`src/fpv_cfg.svh`:
```
// Purpose: constants for the front panel value entry block
// Assumes: 50 MHz hclk, byte offsets on AHB-Lite
// Notes:   timing counts are derived in the modules from these figures
`ifndef FPV_CFG_SVH
`define FPV_CFG_SVH

// ----------------------------------------
// timing
// ----------------------------------------
`define FPV_CLK_HZ    50000000
`define FPV_TICK_MS   10
`define FPV_COMMIT_MS 2000
`define FPV_HOLD_MS   1000
`define FPV_REPEAT_MS 200
`define FPV_BLINK_MS  250
`define FPV_DEB_TICKS 2
`define FPV_FLASH_N   4

// ----------------------------------------
// register offsets and fields
// ----------------------------------------
`define FPV_CTRL   8'h00
`define FPV_VALUE  8'h04
`define FPV_LIMIT  8'h08
`define FPV_UNITS  8'h0c
`define FPV_STATUS 8'h10
`define FPV_C_ALARM 0
`define FPV_C_WDRAW 1
`define FPV_C_DISP  2
`define FPV_C_COLON 3
`define FPV_C_KIND  4
`define FPV_C_RATE  6
`define FPV_S_STALL 4
`define FPV_CTRL_RST  7'h00
`define FPV_LIMIT_RST 32'h9999_0000
`define FPV_DP_WHOLE  2'h3
`endif

```
`src/fpv_pkg.sv`:
```
// Purpose: types for the front panel value entry block
// Assumes: nothing
// Notes:   constants live in fpv_cfg.svh
package fpv_pkg;
  typedef enum logic [1:0] {FPV_STOP, FPV_RUN, FPV_PAUSE} fpv_prog_type;
  typedef enum logic [1:0] {FPV_IDLE, FPV_EDIT, FPV_ERR} fpv_edit_type;
  typedef struct packed {
    logic [15:0] digits;
    logic [1:0]  dp;
    logic        dp_on;
    logic        colon;
    logic        rx_mark;
    logic        blank;
    logic        error;
  } fpv_disp_type;
endpackage

```
`src/fpv_panel.sv`:
```
// Purpose: front panel value entry, display, LEDs and run control
// Assumes: keys [3:0] arrows (3 leftmost), 4 diam, 5 rate, 6 vol, 7 dir, 8 start
// Notes:   AHB-Lite slave, zero wait states, always OKAY
`timescale 1ns/1ns
`default_nettype none
`include "fpv_cfg.svh"
module fpv_panel
  import fpv_pkg::*;
#(
  parameter int TICK_CYCLES = `FPV_CLK_HZ / 1000 * `FPV_TICK_MS
)
(
  input  wire logic        hclk,
  input  wire logic        hresetn,
  input  wire logic        hsel,
  input  wire logic [7:0]  haddr,
  input  wire logic [1:0]  htrans,
  input  wire logic        hwrite,
  input  wire logic [2:0]  hsize,
  input  wire logic [31:0] hwdata,
  input  wire logic        hready,
  output logic      [31:0] hrdata,
  output logic             hreadyout,
  output logic             hresp,
  input  wire logic [8:0]  key_raw,
  input  wire logic        stall_clamp,
  input  wire logic        pause_phase,
  input  wire logic        rx_ok,
  output logic             motor_run,
  output logic             prog_begin,
  output logic             prog_resume,
  output logic             buzzer,
  output logic             nv_write,
  output logic      [17:0] nv_data,
  output fpv_disp_type     disp,
  output logic      [7:0]  leds
);
  localparam int COMMIT_T = `FPV_COMMIT_MS / `FPV_TICK_MS;
  localparam int HOLD_T   = `FPV_HOLD_MS / `FPV_TICK_MS;
  localparam int REPEAT_T = `FPV_REPEAT_MS / `FPV_TICK_MS;
  localparam int BLINK_T  = `FPV_BLINK_MS / `FPV_TICK_MS;
  if (COMMIT_T > 255 || HOLD_T > 255 || REPEAT_T < 1) begin : g_chk
    $error("fpv_panel: tick counts do not fit");
  end

  // ----------------------------------------
  // timing sources and keys
  // ----------------------------------------
  logic       tick;
  logic       blink;
  logic [8:0] key_level;
  logic [8:0] key_press;

  fpv_prescale #(.CYCLES(TICK_CYCLES), .BLINK(BLINK_T)) u_pre
  (
    .hclk    (hclk),
    .hresetn (hresetn),
    .tick    (tick),
    .blink   (blink)
  );

  fpv_debounce #(.N(9), .TICKS(`FPV_DEB_TICKS)) u_deb
  (
    .hclk      (hclk),
    .hresetn   (hresetn),
    .tick      (tick),
    .key_raw   (key_raw),
    .key_level (key_level),
    .key_press (key_press)
  );

  // ----------------------------------------
  // bus slave
  // ----------------------------------------
  logic        d_wr;
  logic [7:0]  d_addr;
  logic [6:0]  ctrl;
  logic [15:0] value;
  logic [1:0]  dp;
  logic [31:0] limit;
  logic [4:0]  unit_mask;
  logic [1:0]  rate_unit;
  logic        stall_flag;
  fpv_prog_type prog;
  fpv_edit_type edit;

  assign hreadyout = 1'b1;
  assign hresp     = 1'b0;

  // address phase capture; read data ready for the data phase
  always_ff @(posedge hclk or negedge hresetn)
  begin
    if (!hresetn)
    begin
      d_wr   <= 1'b0;
      d_addr <= 8'h00;
      hrdata <= 32'h0;
    end
    else if (hready)
    begin
      d_wr   <= hsel & htrans[1] & hwrite;
      d_addr <= haddr;
      hrdata <= 32'h0;
      if (hsel && htrans[1] && !hwrite)
      begin
        unique case (haddr)
          `FPV_CTRL:   hrdata <= {25'h0, ctrl};
          `FPV_VALUE:  hrdata <= {14'h0, dp, value};
          `FPV_LIMIT:  hrdata <= limit;
          `FPV_UNITS:  hrdata <= {25'h0, rate_unit, unit_mask};
          `FPV_STATUS: hrdata <= {27'h0, stall_flag, edit, prog};
          default:     hrdata <= 32'h0;
        endcase
      end
    end
  end

  logic wr_ctrl;
  logic wr_value;
  logic wr_limit;
  logic wr_units;
  logic wr_status;
  assign wr_ctrl   = d_wr && d_addr == `FPV_CTRL;
  assign wr_value  = d_wr && d_addr == `FPV_VALUE;
  assign wr_limit  = d_wr && d_addr == `FPV_LIMIT;
  assign wr_units  = d_wr && d_addr == `FPV_UNITS;
  assign wr_status = d_wr && d_addr == `FPV_STATUS;

  logic [1:0] kind;
  logic       running;
  assign kind    = ctrl[`FPV_C_KIND +: 2];
  assign running = prog == FPV_RUN;

  // control word; direction key flips direction while stopped
  always_ff @(posedge hclk or negedge hresetn)
  begin
    if (!hresetn)
      ctrl <= `FPV_CTRL_RST;
    else if (wr_ctrl)
      ctrl <= hwdata[6:0];
    else if (key_press[7] && prog == FPV_STOP && edit != FPV_ERR)
      ctrl[`FPV_C_WDRAW] <= ~ctrl[`FPV_C_WDRAW];
  end

  // validation limits, bcd min low, max high
  always_ff @(posedge hclk or negedge hresetn)
  begin
    if (!hresetn)
      limit <= `FPV_LIMIT_RST;
    else if (wr_limit)
      limit <= hwdata;
  end

  // ----------------------------------------
  // arrow stepping, repeat and point mode
  // ----------------------------------------
  logic [7:0] rep_cnt;
  logic [7:0] hold_cnt;
  logic [7:0] idle_cnt;
  logic       dp_mode;
  logic [3:0] step;
  logic [15:0] inc;
  logic        any_arrow;
  logic        other_press;
  logic        rep_fire;
  logic        wrap3;
  assign any_arrow   = |key_level[3:0];
  assign other_press = |key_press[8:4];
  assign rep_fire    = tick && rep_cnt == 8'(REPEAT_T - 1);

  // each arrow steps on press and on repeat while held
  assign step = key_press[3:0] | ({4{rep_fire}} & key_level[3:0]);

  genvar g;
  for (g = 0; g < 4; g++) begin : g_dig
    assign inc[g*4 +: 4] = (value[g*4 +: 4] >= 4'h9) ? 4'h0
                           : value[g*4 +: 4] + 4'h1;
  end
  assign wrap3 = step[3] && value[15:12] == 4'h9 && kind == 2'h0;

  // repeat interval counter, restarts while no arrow held
  always_ff @(posedge hclk or negedge hresetn)
  begin
    if (!hresetn)
      rep_cnt <= 8'h0;
    else if (!any_arrow || rep_fire)
      rep_cnt <= 8'h0;
    else if (tick)
      rep_cnt <= rep_cnt + 8'h1;
  end

  // leftmost hold time and point shift mode
  always_ff @(posedge hclk or negedge hresetn)
  begin
    if (!hresetn)
    begin
      hold_cnt <= 8'h0;
      dp_mode  <= 1'b0;
    end
    else if (!key_level[3])
    begin
      hold_cnt <= 8'h0;
      dp_mode  <= 1'b0;
    end
    else
    begin
      if (tick && hold_cnt != 8'(HOLD_T))
        hold_cnt <= hold_cnt + 8'h1;
      if (hold_cnt == 8'(HOLD_T) && wrap3)
        dp_mode <= 1'b1;
    end
  end

  // ----------------------------------------
  // edit state, commit and error
  // ----------------------------------------
  logic [19:0] orig;
  logic        do_commit;
  logic        valid;
  logic        changed;
  logic        editing;
  assign editing   = edit == FPV_EDIT;
  assign do_commit = editing && (other_press
                     || (tick && idle_cnt == 8'(COMMIT_T - 1)));
  // only free digit entry can leave its limits; stepped kinds wrap
  assign valid   = kind != 2'h0 || (value >= limit[15:0] && value <= limit[31:16]);
  assign changed = {value, dp, rate_unit} != orig;

  // idle time since the last arrow step
  always_ff @(posedge hclk or negedge hresetn)
  begin
    if (!hresetn)
      idle_cnt <= 8'h0;
    else if (|step || !editing)
      idle_cnt <= 8'h0;
    else if (tick)
      idle_cnt <= idle_cnt + 8'h1;
  end

  // edit sequencing: first step opens an edit, commit closes it
  always_ff @(posedge hclk or negedge hresetn)
  begin
    if (!hresetn)
    begin
      edit <= FPV_IDLE;
      orig <= 20'h0;
    end
    else
    begin
      unique case (edit)
        FPV_IDLE:
          if (|step)
          begin
            edit <= FPV_EDIT;
            orig <= {value, dp, rate_unit};
          end
        FPV_EDIT:
          if (do_commit)
            edit <= valid ? FPV_IDLE : FPV_ERR;
        FPV_ERR:
          if (|key_press)
            edit <= FPV_IDLE;
      endcase
    end
  end

  // value and point; stepping by kind, restore on error clear
  always_ff @(posedge hclk or negedge hresetn)
  begin
    if (!hresetn)
    begin
      value <= 16'h0;
      dp    <= `FPV_DP_WHOLE;
    end
    else if (edit == FPV_ERR)
    begin
      if (|key_press)
      begin
        value <= orig[19:4];
        dp    <= orig[3:2];
      end
    end
    else if (wr_value)
    begin
      value <= hwdata[15:0];
      dp    <= hwdata[17:16];
    end
    else if (kind == 2'h0)
    begin
      if (dp_mode && step[3])
        dp <= dp + 2'h1;
      for (int i = 0; i < 4; i++)
        if (step[i] && !(i == 3 && dp_mode))
          value[i*4 +: 4] <= inc[i*4 +: 4];
    end
    else if (kind == 2'h1 && |step)
      value <= (value >= limit[31:16]) ? limit[15:0]
               : value + 16'h1;
  end

  // unit mask and rate unit combination
  always_ff @(posedge hclk or negedge hresetn)
  begin
    if (!hresetn)
    begin
      unit_mask <= 5'h0;
      rate_unit <= 2'h0;
    end
    else if (edit == FPV_ERR && |key_press)
      rate_unit <= orig[1:0];
    else if (wr_units)
    begin
      unit_mask <= hwdata[4:0];
      rate_unit <= hwdata[6:5];
    end
    else if (kind == 2'h2 && |step && edit != FPV_ERR)
      rate_unit <= rate_unit + 2'h1;
  end

  // storage write: panel commits, and link writes unless in error or rate while running
  always_ff @(posedge hclk or negedge hresetn)
  begin
    if (!hresetn)
    begin
      nv_write <= 1'b0;
      nv_data  <= 18'h0;
    end
    else
    begin
      nv_write <= 1'b0;
      if (do_commit && valid && changed)
      begin
        nv_write <= 1'b1;
        nv_data  <= {dp, value};
      end
      else if (wr_value && edit != FPV_ERR && !(ctrl[`FPV_C_RATE] && running))
      begin
        nv_write <= 1'b1;
        nv_data  <= hwdata[17:0];
      end
    end
  end

  // ----------------------------------------
  // program run control and stall alarm
  // ----------------------------------------
  logic stall_hit;
  assign stall_hit = running && stall_clamp && !ctrl[`FPV_C_WDRAW];

  always_ff @(posedge hclk or negedge hresetn)
  begin
    if (!hresetn)
    begin
      prog        <= FPV_STOP;
      prog_begin  <= 1'b0;
      prog_resume <= 1'b0;
    end
    else
    begin
      prog_begin  <= 1'b0;
      prog_resume <= 1'b0;
      unique case (prog)
        FPV_STOP:
          if (key_press[8] && edit != FPV_ERR)
          begin
            prog       <= FPV_RUN;
            prog_begin <= 1'b1;
          end
        FPV_RUN:
          if (stall_hit || key_press[8])
            prog <= FPV_PAUSE;
        FPV_PAUSE:
          if (key_press[8])
          begin
            prog        <= FPV_RUN;
            prog_resume <= 1'b1;
          end
          else if (|key_press[7:0])
            prog <= FPV_STOP;
        default:
          prog <= FPV_STOP;
      endcase
    end
  end

  // stall flag: set wins over a software clear
  always_ff @(posedge hclk or negedge hresetn)
  begin
    if (!hresetn)
      stall_flag <= 1'b0;
    else if (stall_hit)
      stall_flag <= 1'b1;
    else if (wr_status && hwdata[`FPV_S_STALL])
      stall_flag <= 1'b0;
  end

  assign motor_run = running && !pause_phase;
  assign buzzer    = stall_flag && ctrl[`FPV_C_ALARM];

  // ----------------------------------------
  // display and LEDs
  // ----------------------------------------
  logic [3:0] flash_cnt;
  logic [3:0] rx_cnt;
  logic       blink_q;
  logic [4:0] units;

  // commit flash and receive mark, counted in blink edges
  always_ff @(posedge hclk or negedge hresetn)
  begin
    if (!hresetn)
    begin
      flash_cnt <= 4'h0;
      rx_cnt    <= 4'h0;
      blink_q   <= 1'b0;
    end
    else
    begin
      blink_q <= blink;
      if (do_commit && valid && changed)
        flash_cnt <= 4'(`FPV_FLASH_N);
      else if (blink != blink_q && flash_cnt != 4'h0)
        flash_cnt <= flash_cnt - 4'h1;
      if (rx_ok)
        rx_cnt <= 4'h2;
      else if (blink != blink_q && rx_cnt != 4'h0)
        rx_cnt <= rx_cnt - 4'h1;
    end
  end

  // rate combos: ml/min, ml/hr, ul/min, ul/hr as mm,ml,min,ul,hr bits
  always_comb
  begin
    units = unit_mask;
    if (kind == 2'h2)
      units = {1'b0, ~rate_unit[1], ~rate_unit[0], rate_unit[1], rate_unit[0]};
  end

  always_ff @(posedge hclk or negedge hresetn)
  begin
    if (!hresetn)
    begin
      disp <= '0;
      leds <= 8'h0;
    end
    else
    begin
      disp.digits  <= value;
      disp.dp      <= dp;
      disp.dp_on   <= dp != `FPV_DP_WHOLE;
      disp.colon   <= ctrl[`FPV_C_COLON];
      disp.rx_mark <= rx_cnt != 4'h0;
      disp.blank   <= flash_cnt != 4'h0 && blink;
      disp.error   <= edit == FPV_ERR;
      leds[4:0]    <= editing ? (units & {5{blink}}) : units;
      leds[5]      <= ctrl[`FPV_C_DISP];
      leds[6]      <= ctrl[`FPV_C_WDRAW];
      leds[7]      <= motor_run || (prog == FPV_PAUSE && blink);
    end
  end
endmodule
`default_nettype wire

```
`src/fpv_prescale.sv`:
```
// Purpose: tick prescaler and blink phase
// Assumes: CYCLES >= 2
// Notes:   one tick source for every panel timer
`timescale 1ns/1ns
`default_nettype none
module fpv_prescale
#(
  parameter int CYCLES = 500000,
  parameter int BLINK  = 25
)
(
  input  wire logic hclk,
  input  wire logic hresetn,
  output logic      tick,
  output logic      blink
);
  if (CYCLES < 2 || BLINK < 1) begin : g_chk
    $error("fpv_prescale: bad counts");
  end
  logic [$clog2(CYCLES)-1:0] cnt;
  logic [$clog2(BLINK+1)-1:0] bcnt;

  // cycle divider, tick is one cycle wide
  always_ff @(posedge hclk or negedge hresetn)
  begin
    if (!hresetn)
    begin
      cnt  <= '0;
      tick <= 1'b0;
    end
    else
    begin
      tick <= (cnt == $bits(cnt)'(CYCLES - 1));
      cnt  <= (cnt == $bits(cnt)'(CYCLES - 1)) ? '0 : cnt + 1'b1;
    end
  end

  // blink half period in ticks
  always_ff @(posedge hclk or negedge hresetn)
  begin
    if (!hresetn)
    begin
      bcnt  <= '0;
      blink <= 1'b0;
    end
    else if (tick)
    begin
      if (bcnt == $bits(bcnt)'(BLINK - 1))
      begin
        bcnt  <= '0;
        blink <= ~blink;
      end
      else
        bcnt <= bcnt + 1'b1;
    end
  end
endmodule
`default_nettype wire

```
`src/fpv_debounce.sv`:
```
// Purpose: key synchroniser and debouncer
// Assumes: keys active high
// Notes:   a level must stay stable for TICKS ticks to be accepted
`timescale 1ns/1ns
`default_nettype none
module fpv_debounce
#(
  parameter int N     = 9,
  parameter int TICKS = 2
)
(
  input  wire logic         hclk,
  input  wire logic         hresetn,
  input  wire logic         tick,
  input  wire logic [N-1:0] key_raw,
  output logic      [N-1:0] key_level,
  output logic      [N-1:0] key_press
);
  if (N < 1 || TICKS < 1 || TICKS > 15) begin : g_chk
    $error("fpv_debounce: bad parameters");
  end
  genvar g;
  for (g = 0; g < N; g++) begin : g_key
    logic       s1;
    logic       s2;
    logic [3:0] cnt;
    // two flops; only s2 is looked at
    always_ff @(posedge hclk or negedge hresetn)
    begin
      if (!hresetn)
      begin
        s1 <= 1'b0;
        s2 <= 1'b0;
      end
      else
      begin
        s1 <= key_raw[g];
        s2 <= s1;
      end
    end
    // accept a change after stable ticks; press pulse on accepted rise
    always_ff @(posedge hclk or negedge hresetn)
    begin
      if (!hresetn)
      begin
        cnt          <= 4'h0;
        key_level[g] <= 1'b0;
        key_press[g] <= 1'b0;
      end
      else
      begin
        key_press[g] <= 1'b0;
        if (s2 == key_level[g])
          cnt <= 4'h0;
        else if (tick)
        begin
          if (cnt == 4'(TICKS - 1))
          begin
            cnt          <= 4'h0;
            key_level[g] <= s2;
            key_press[g] <= s2;
          end
          else
            cnt <= cnt + 4'h1;
        end
      end
    end
  end
endmodule
`default_nettype wire

```
`config.mk`:
```
export PLATFORM = sky130hd
export DESIGN_NAME = fpv_panel
export DESIGN_NICKNAME = d
export VERILOG_FILES = /design/src/fpv_pkg.sv /design/src/fpv_panel.sv /design/src/fpv_prescale.sv /design/src/fpv_debounce.sv
export VERILOG_INCLUDE_DIRS = /design/src
export SDC_FILE = /design/constraint.sdc
export NUM_CORES = 1
export LEC_CHECK = 0
export BUFFER_PORTS_ARGS = -buffer_cell sky130_fd_sc_hd__buf_2
export CORE_MARGIN = 10
export CORE_UTILIZATION = 54
export DETAILED_ROUTE_END_ITERATION = 10
export PLACE_DENSITY = 0.76
export SLEW_MARGIN = 0
export SYNTH_ARGS = -nofsm -noshare
export SYNTH_HDL_FRONTEND = slang
export SYNTH_SLANG_ARGS = --single-unit
export TNS_END_PERCENT = 10
```
`constraint.sdc`:
```
create_clock -name hclk -period 2.5 [get_ports hclk]
set_input_delay 0.625 -clock hclk [delete_from_list [all_inputs] [get_ports hclk]]
set_output_delay 0.625 -clock hclk [all_outputs]
set_load 0.02 [all_outputs]
```
==> results of run 1 <==
-- cell type report --
cell class,instances,share of cell area (%)
clock buffers,48,5.44
clock inverters,18,1.07
inverters,107,2.09
multi-input cells,1082,38.4
flip-flops and latches,314,40.9
well taps,384,2.50
repair buffers,274,9.67
-- synthesized netlist by cell type, drive strengths merged (3+ instances only) --
| library cell | count |
|---|---|
| dfrtp | 304 |
| nor2 | 114 |
| or3 | 9 |
| mux2i | 50 |
| a21boi | 6 |
| o21ai | 136 |
| nor3b | 13 |
| mux2 | 46 |
| nand3b | 11 |
| nor3 | 23 |
| and2 | 12 |
| a22oi | 22 |
| clkbuf | 40 |
| or2 | 3 |
| and3 | 13 |
| o22a | 5 |
| dfstp | 10 |
| buf | 25 |
| nor2b | 17 |
| xnor2 | 42 |
| a31oi | 9 |
| nand2 | 172 |
| o22ai | 20 |
| nand2b | 20 |
| o211ai | 4 |
| a221oi | 3 |
| or4 | 7 |
| o2111ai | 3 |
| nor4 | 15 |
| inv | 107 |
| o31ai | 10 |
| nand3 | 55 |
| nand4 | 28 |
| a21oi | 30 |
| nor4b | 4 |
| a211o | 6 |
| o32a | 6 |
| a211oi | 4 |
| xor2 | 58 |
| ha | 75 |
-- metrics by stage --
step           hold WS (ns)  setup TNS (ns)  utilization (%)
3_3_place_gp          0.332          -0.712             62.1
6_report             0.0505           -2.67             66.9
4_1_cts              0.0647           -1.82             66.6
5_1_grt              0.0796           -6.18             66.9
2_1_floorplan         0.329          -0.262                -
3_5_place_dp          0.336           -2.38             62.1
-- critical path, stage by stage, from the launching register on --
cell	delay (ns)
dfstp_2	0.54
inv_2	0.05
ha_4	0.20
nand4_1	0.18
nor2_1	0.10
a221o_1	0.39
or3_4	0.35
a221o_1	0.36
buf_12	0.19
and2_1	0.18
-- per-layer routing --
metal | GRT usage, % | vias to the layer above
li1 | - | 5937
met1 | 27.9 | 6125
met2 | 37.4 | 438
met3 | 4.06 | 89
met4 | 8.39 | 0
met5 | 0 | -
-- state kept, by name, indices dropped and copies added, names as in the netlist, 9 cells and up --
| name | flops |
|---|---|
| limit | 32 |
| u_deb.key_level | 9 |
| value | 16 |
| disp | 23 |
| hrdata | 32 |
| u_deb.key_press | 9 |
| u_deb.g_key.s1 | 9 |
| u_deb.g_key.cnt | 36 |
| u_deb.g_key.s2 | 9 |
| u_pre.cnt | 19 |
| nv_data | 18 |
| orig | 20 |
-- power by group --
group          switching, mW  total, mW  leakage (nW)  internal, mW
clock                   2.10       5.47         0.618          3.37
sequential             0.296       5.77          3.95          5.47
combinational           2.03       3.39          4.45          1.35
total                   4.43       14.6          9.02          10.2
-- kinds of logic (layout without fill, tap and decap cells) --
| kind of cell | Yosys count | count (layout) | share of synthesized area (%) |
|---|---|---|---|
| AND/OR/NAND/NOR | 521 | 521 | 16.1 |
| flip-flops | 314 | 314 | 49.9 |
| AO/OA/AOI/OAI | 288 | 288 | 11.7 |
| buffers and inverters | 172 | 447 | 4.31 |
| XOR/XNOR | 100 | 100 | 5.55 |
| multiplexers | 96 | 96 | 6.46 |
| adder cells (fa/ha/maj) | 75 | 75 | 5.95 |
| other | 2 | 2 | 0.0476 |
-- timing repair --
action / 4_1_cts / 5_1_grt
resized for setup: 15 / 9
pin swaps: 10 / 13
cloned: 1 / 0
setup endpoints to repair: 35 / 43
hold endpoints to repair: 0 / 0
hold buffers: 0 / 0
setup buffers: 2 / 3
-- worst paths after layout --
check                                  start                 end  slack [ns]  depth (start not counted)
min                                  hresetn             ctrl[5]        0.05                          1
max reg2reg                        limit[31]        flash_cnt[3]       -0.17                          9
max in group asynchronous            hresetn  u_deb.key_level[3]        1.70                          2
max                                limit[31]        flash_cnt[3]       -0.17                          9
min reg2reg                u_deb.g_key[5].s1   u_deb.g_key[5].s2        0.34                          0
min in group hclk                 key_raw[1]   u_deb.g_key[1].s1        0.21                          1
==> flow_summary.ini, run 1 <==
[run_status]
status = finished with violations
violations = negative setup slack

[routing]
drt-total-wl_um = 41000
first_iter_violations = 934
vias = 12589
post_drt_wl_per_cell_um = 18.4
dr.pass1.iters = 6
via_per_inst = 5.65
route.met3.wl_um = 2870
top_layer = met4
wl_met1_um = 17000
wl_met2_um = 19700
route.detailed.drc = 0
final_antenna_net_count = 0

[worst_setup_path]
required_ns = 2.90
crit_path_start_kind = register
cp.arrival_ns = 3.06
path_class = register to register
cp_max_fo = 23
critPathCaptureType = register

[grt]
antenna_found_initial = 0
grt_pass1_vias = 12962
grt-ovfl-total = 0
grt_max_degree = 59
grt_pass1_wl_um = 66300
track_usage_pct = 22.2

[logic_synthesis]
ys.flop_type = dfrtp_1
ys_seq_area_share_pct = 49.9
synth_top_cell_by_area = dfrtp_1
synth_seq_cells = 314
synth_warnings = 0
synth_area_um2 = 15800
yosysUniqueCellTypes = 76
synth_edf_count = 0
syn_nets = 1705
syn_avg_cell_area_um2 = 10.1
syn_inst = 1568
synth_area_leaders = dfrtp_1 (48%), ha_1 (5.9%), o21ai_0 (4.3%)
async_flop_share_pct = 100
synth_top_area_share_pct = 48.2

[die]
core-area_um2 = 28800
die_height_um = 191
fp.dieW_um = 191
dieArea_um2 = 36500
rows = 62
start_util_pct = 54.8
io_pins = 150

[layout]
regArea_um2 = 7870
synthToLayoutAreaGrowth_pct = 22.0
multi_input_area_um2 = 7380
n_antenna_cell = 0
final_common_cell = dfrtp_1
drive_gt1_share_pct = 23.6
layout_common_cells = dfrtp_1 (302), nand2_1 (172), buf_2 (142)
num-fill-cells = 2222
nNetsFinal = 1952
final_cells = 2227
final_area_um2 = 19300

[timing]
slew_headroom_pct = 51.3
fmax_mhz = 375
setup_slack_ns = -0.165
setup_viol = 28
grt_setup_unrepaired = true
fin_crit_ns = 2.67
worst_pin_slew_ns = 0.726
period_share_pct = 107
drv_slew = 0
hold_viol = 0
fin_skew_ns = 0.0142

[clock_network]
clock_latency_ns = 0.52
numCtsBuffers = 36
h-tree-depth = 2
clk_pin_slew_worst_paths_ns = 0.06
clockRootBuffer = clkbuf_16
cts.sinks = 314
cts_tree = yes
clk_path_buf_depth = 3

[place]
post-place-ws_ns = -0.114
placed_area_um2 = 17900
place_congestion = 0.902
io_buffers = 143
dpl.cell_count = 2155
dpl.hpwl_um = 30000

[power]
p_per_area_nw_per_um2 = 760
power_mw = 14.6
p_leak_nw = 9.02
vdd_drop_max_mv = 0.545

[hold_path]
min_path_type = input port to asynchronous set/reset pin

[job]
cap_violations = 0
(Power assumes the default switching activity.)
==> run 2: changes to the inputs <==
SYNTH_HIERARCHICAL = 1   (was default)
==> flow_summary.ini, run 2 <==
[die]
fp.dieW_um = 190
io_pins = 150
core-area_um2 = 28500
dieArea_um2 = 36000
start_util_pct = 54.4
die_height_um = 190
rows = 62

[timing]
period_share_pct = 108
fmax_mhz = 371
setup_viol = 29
setup_slack_ns = -0.198
worst_pin_slew_ns = 0.710
fin_skew_ns = 0.0157
hold_viol = 0
fin_crit_ns = 2.70
slew_headroom_pct = 52.7
grt_setup_unrepaired = true
drv_slew = 0
whs_ns = 0.172

[place]
io_buffers = 143
post-place-ws_ns = -0.292
place_congestion = 0.939
dpl.hpwl_um = 28800

[grt]
grt-ovfl-total = 0
track_usage_pct = 22.0
antenna_found_initial = 1
grt_pass1_vias = 12352
grt_max_degree = 76
grt_pass1_wl_um = 65100

[worst_setup_path]
crit_path_start_kind = register
required_ns = 2.94
path_class = register to register
critPathCaptureType = register
cp_max_fo = 7
cp.arrival_ns = 3.14

[routing]
post_drt_wl_per_cell_um = 18.9
route.detailed.drc = 0
first_iter_violations = 829
vias = 11979
via_per_inst = 5.65
dr.pass1.iters = 5
final_antenna_net_count = 0
drt-total-wl_um = 40100

[run_status]
status = finished with violations
violations = negative setup slack

[layout]
largest_reg_flops = 36
post-route-util_pct = 66.1
n_antenna_cell = 0
layout_common_cells = dfrtp_1 (303), buf_2 (142), nand2_1 (126)
num-fill-cells = 2167
final_common_cell = dfrtp_1
top_regs = u_deb/g_key.cnt: 36 flops, hrdata: 32 flops, limit: 32 flops
largest_register = u_deb/g_key.cnt
drive_gt1_share_pct = 27.9
synthToLayoutAreaGrowth_pct = 21.5
nNetsFinal = 1842

[logic_synthesis]
yosysUniqueCellTypes = 71
yosysMostFrequentCell = dfrtp_1
synth_area_leaders = dfrtp_1 (49%), mux2_2 (6.2%), ha_1 (5.4%)
syn_inst = 1457
yosys-top-cells-count = dfrtp_1 (304), nand2_1 (126), nor2_1 (109), inv_1 (99), mux2_2 (85)
ys_seq_area_share_pct = 50.7
syn_avg_cell_area_um2 = 10.7
async_flop_share_pct = 100
synth_seq_cells = 314
ys.flop_type = dfrtp_1
synth_top_cell_by_area = dfrtp_1
synth_warnings = 6
syn_nets = 1586
synth_edf_count = 0
synth_area_um2 = 15500
synth_top_area_share_pct = 49.0

[clock_network]
numCtsBuffers = 31
clk_pin_slew_worst_paths_ns = 0.07
cts_tree = yes
clock_latency_ns = 0.56
cts.sinks = 314
clk_path_buf_depth = 3
h-tree-depth = 1
clockRootBuffer = clkbuf_16

[power]
p_switching_mw = 4.29
pwr-share-comb_pct = 25.3
p_per_area_nw_per_um2 = 744
internal_power_mw = 9.75
p_leak_nw = 8.78
pwr-share-clk_pct = 34.2
vdd_drop_max_mv = 0.640
p_sw_share_pct = 30.5
seq_power_share_pct = 40.5

[job]
cap_violations = 0

[hold_path]
min_path_type = input port to register
[run 2: changes by cell type after synthesis, sizes merged, moves of 11 or more]
cell,previous run,this run
o21ai,136,59
nand2,172,126
mux2,46,89
a21oi,30,53
nand3,55,34
mux2i,50,31
buf,25,13
a22oi,22,11
[run 2: what timing repair did]
| item | CTS | global route |
|---|---|---|
| setup buffers | 3 | 3 |
| hold endpoints to repair | 26 | 0 |
| endpoints found under the setup margin | 39 | 40 |
| resized for setup | 28 | 16 |
| pin swaps | 13 | 13 |
| hold buffers | 1 | 0 |
[run 2: per-layer routing]
metal	share of wire (%)	global-route usage (%)
met1	41	27.5
met4	3.3	7.45
met2	50	38.2
met3	5.8	3.64
met5	0.050	0
[run 2: logic make-up (layout without fill, tap and decap cells)]
group | after synthesis | in the layout | synth area share, %
and+or+nand+nor | 470 | 470 | 15.7
other | 2 | 2 | 0.0483
xor gates and xnor gates | 102 | 102 | 5.75
AOI/OAI and AO/OA | 222 | 222 | 9.11
muxes | 127 | 127 | 9.56
adders and majority gates | 67 | 67 | 5.40
DFF | 314 | 314 | 50.7
buffers and inverters | 153 | 433 | 3.80
[run 2: power groups by stage]
stage          Sequential [mW]  Combinational, mW  Clock, mW
3_3_place_gp              5.74               3.20          0
2_1_floorplan             5.97               1.58          0
4_1_cts                   5.68               3.43       4.88
3_5_place_dp              5.76               3.28          0
5_1_grt                   5.71               3.87       5.10
6_report                  5.69               3.55       4.80
[run 2: worst max-delay path, cell delays in order (launching register included)]
cell and delay (ns):
dfstp_2 0.53, inv_1 0.04, ha_1 0.26, nand4_1 0.20
nor2_2 0.08, a221oi_4 0.35, a31oi_4 0.16, a31oi_4 0.20
o2111a_2 0.27, buf_6 0.16, mux2_4 0.31
[run 2: per-stage QoR]
stage	TNS [ns]	power [mW]	instances	instance area, µm²
after floorplan	-0.588	7.54	1457	15500
after global placement	-4.49	8.95	2057	17600
after detailed placement	-5.70	9.04	2057	17600
after CTS	-2.95	14.0	2118	18800
after global routing	-6.42	14.7	2121	18900
final	-3.61	14.0	2121	18900
[run 2: final timing paths]
path                                   startpoint           endpoint  slack, ns  depth (start not counted)
worst max-delay path                    limit[28]         nv_data[7]      -0.20                         10
worst min-delay path                   key_raw[7]  u_deb/g_key[7].s1       0.17                          1
worst max register to register          limit[28]         nv_data[7]      -0.20                         10
worst min register to register  u_deb/g_key[6].s1  u_deb/g_key[6].s2       0.35                          0
max in group asynchronous                 hresetn         u_pre/tick       1.22                          3
min in group asynchronous                 hresetn           value[9]       0.54                          2
[run 2: area by class of cell]
class	count	area (µm²)	area share [%]
tap	384	480	2.55
timing repair buffer	276	1830	9.67
clock buffer	42	857	4.54
sequential	314	7870	41.7
clock inverter	15	195	1.03
inverter	100	375	1.99
multi-input combinational	990	7270	38.5
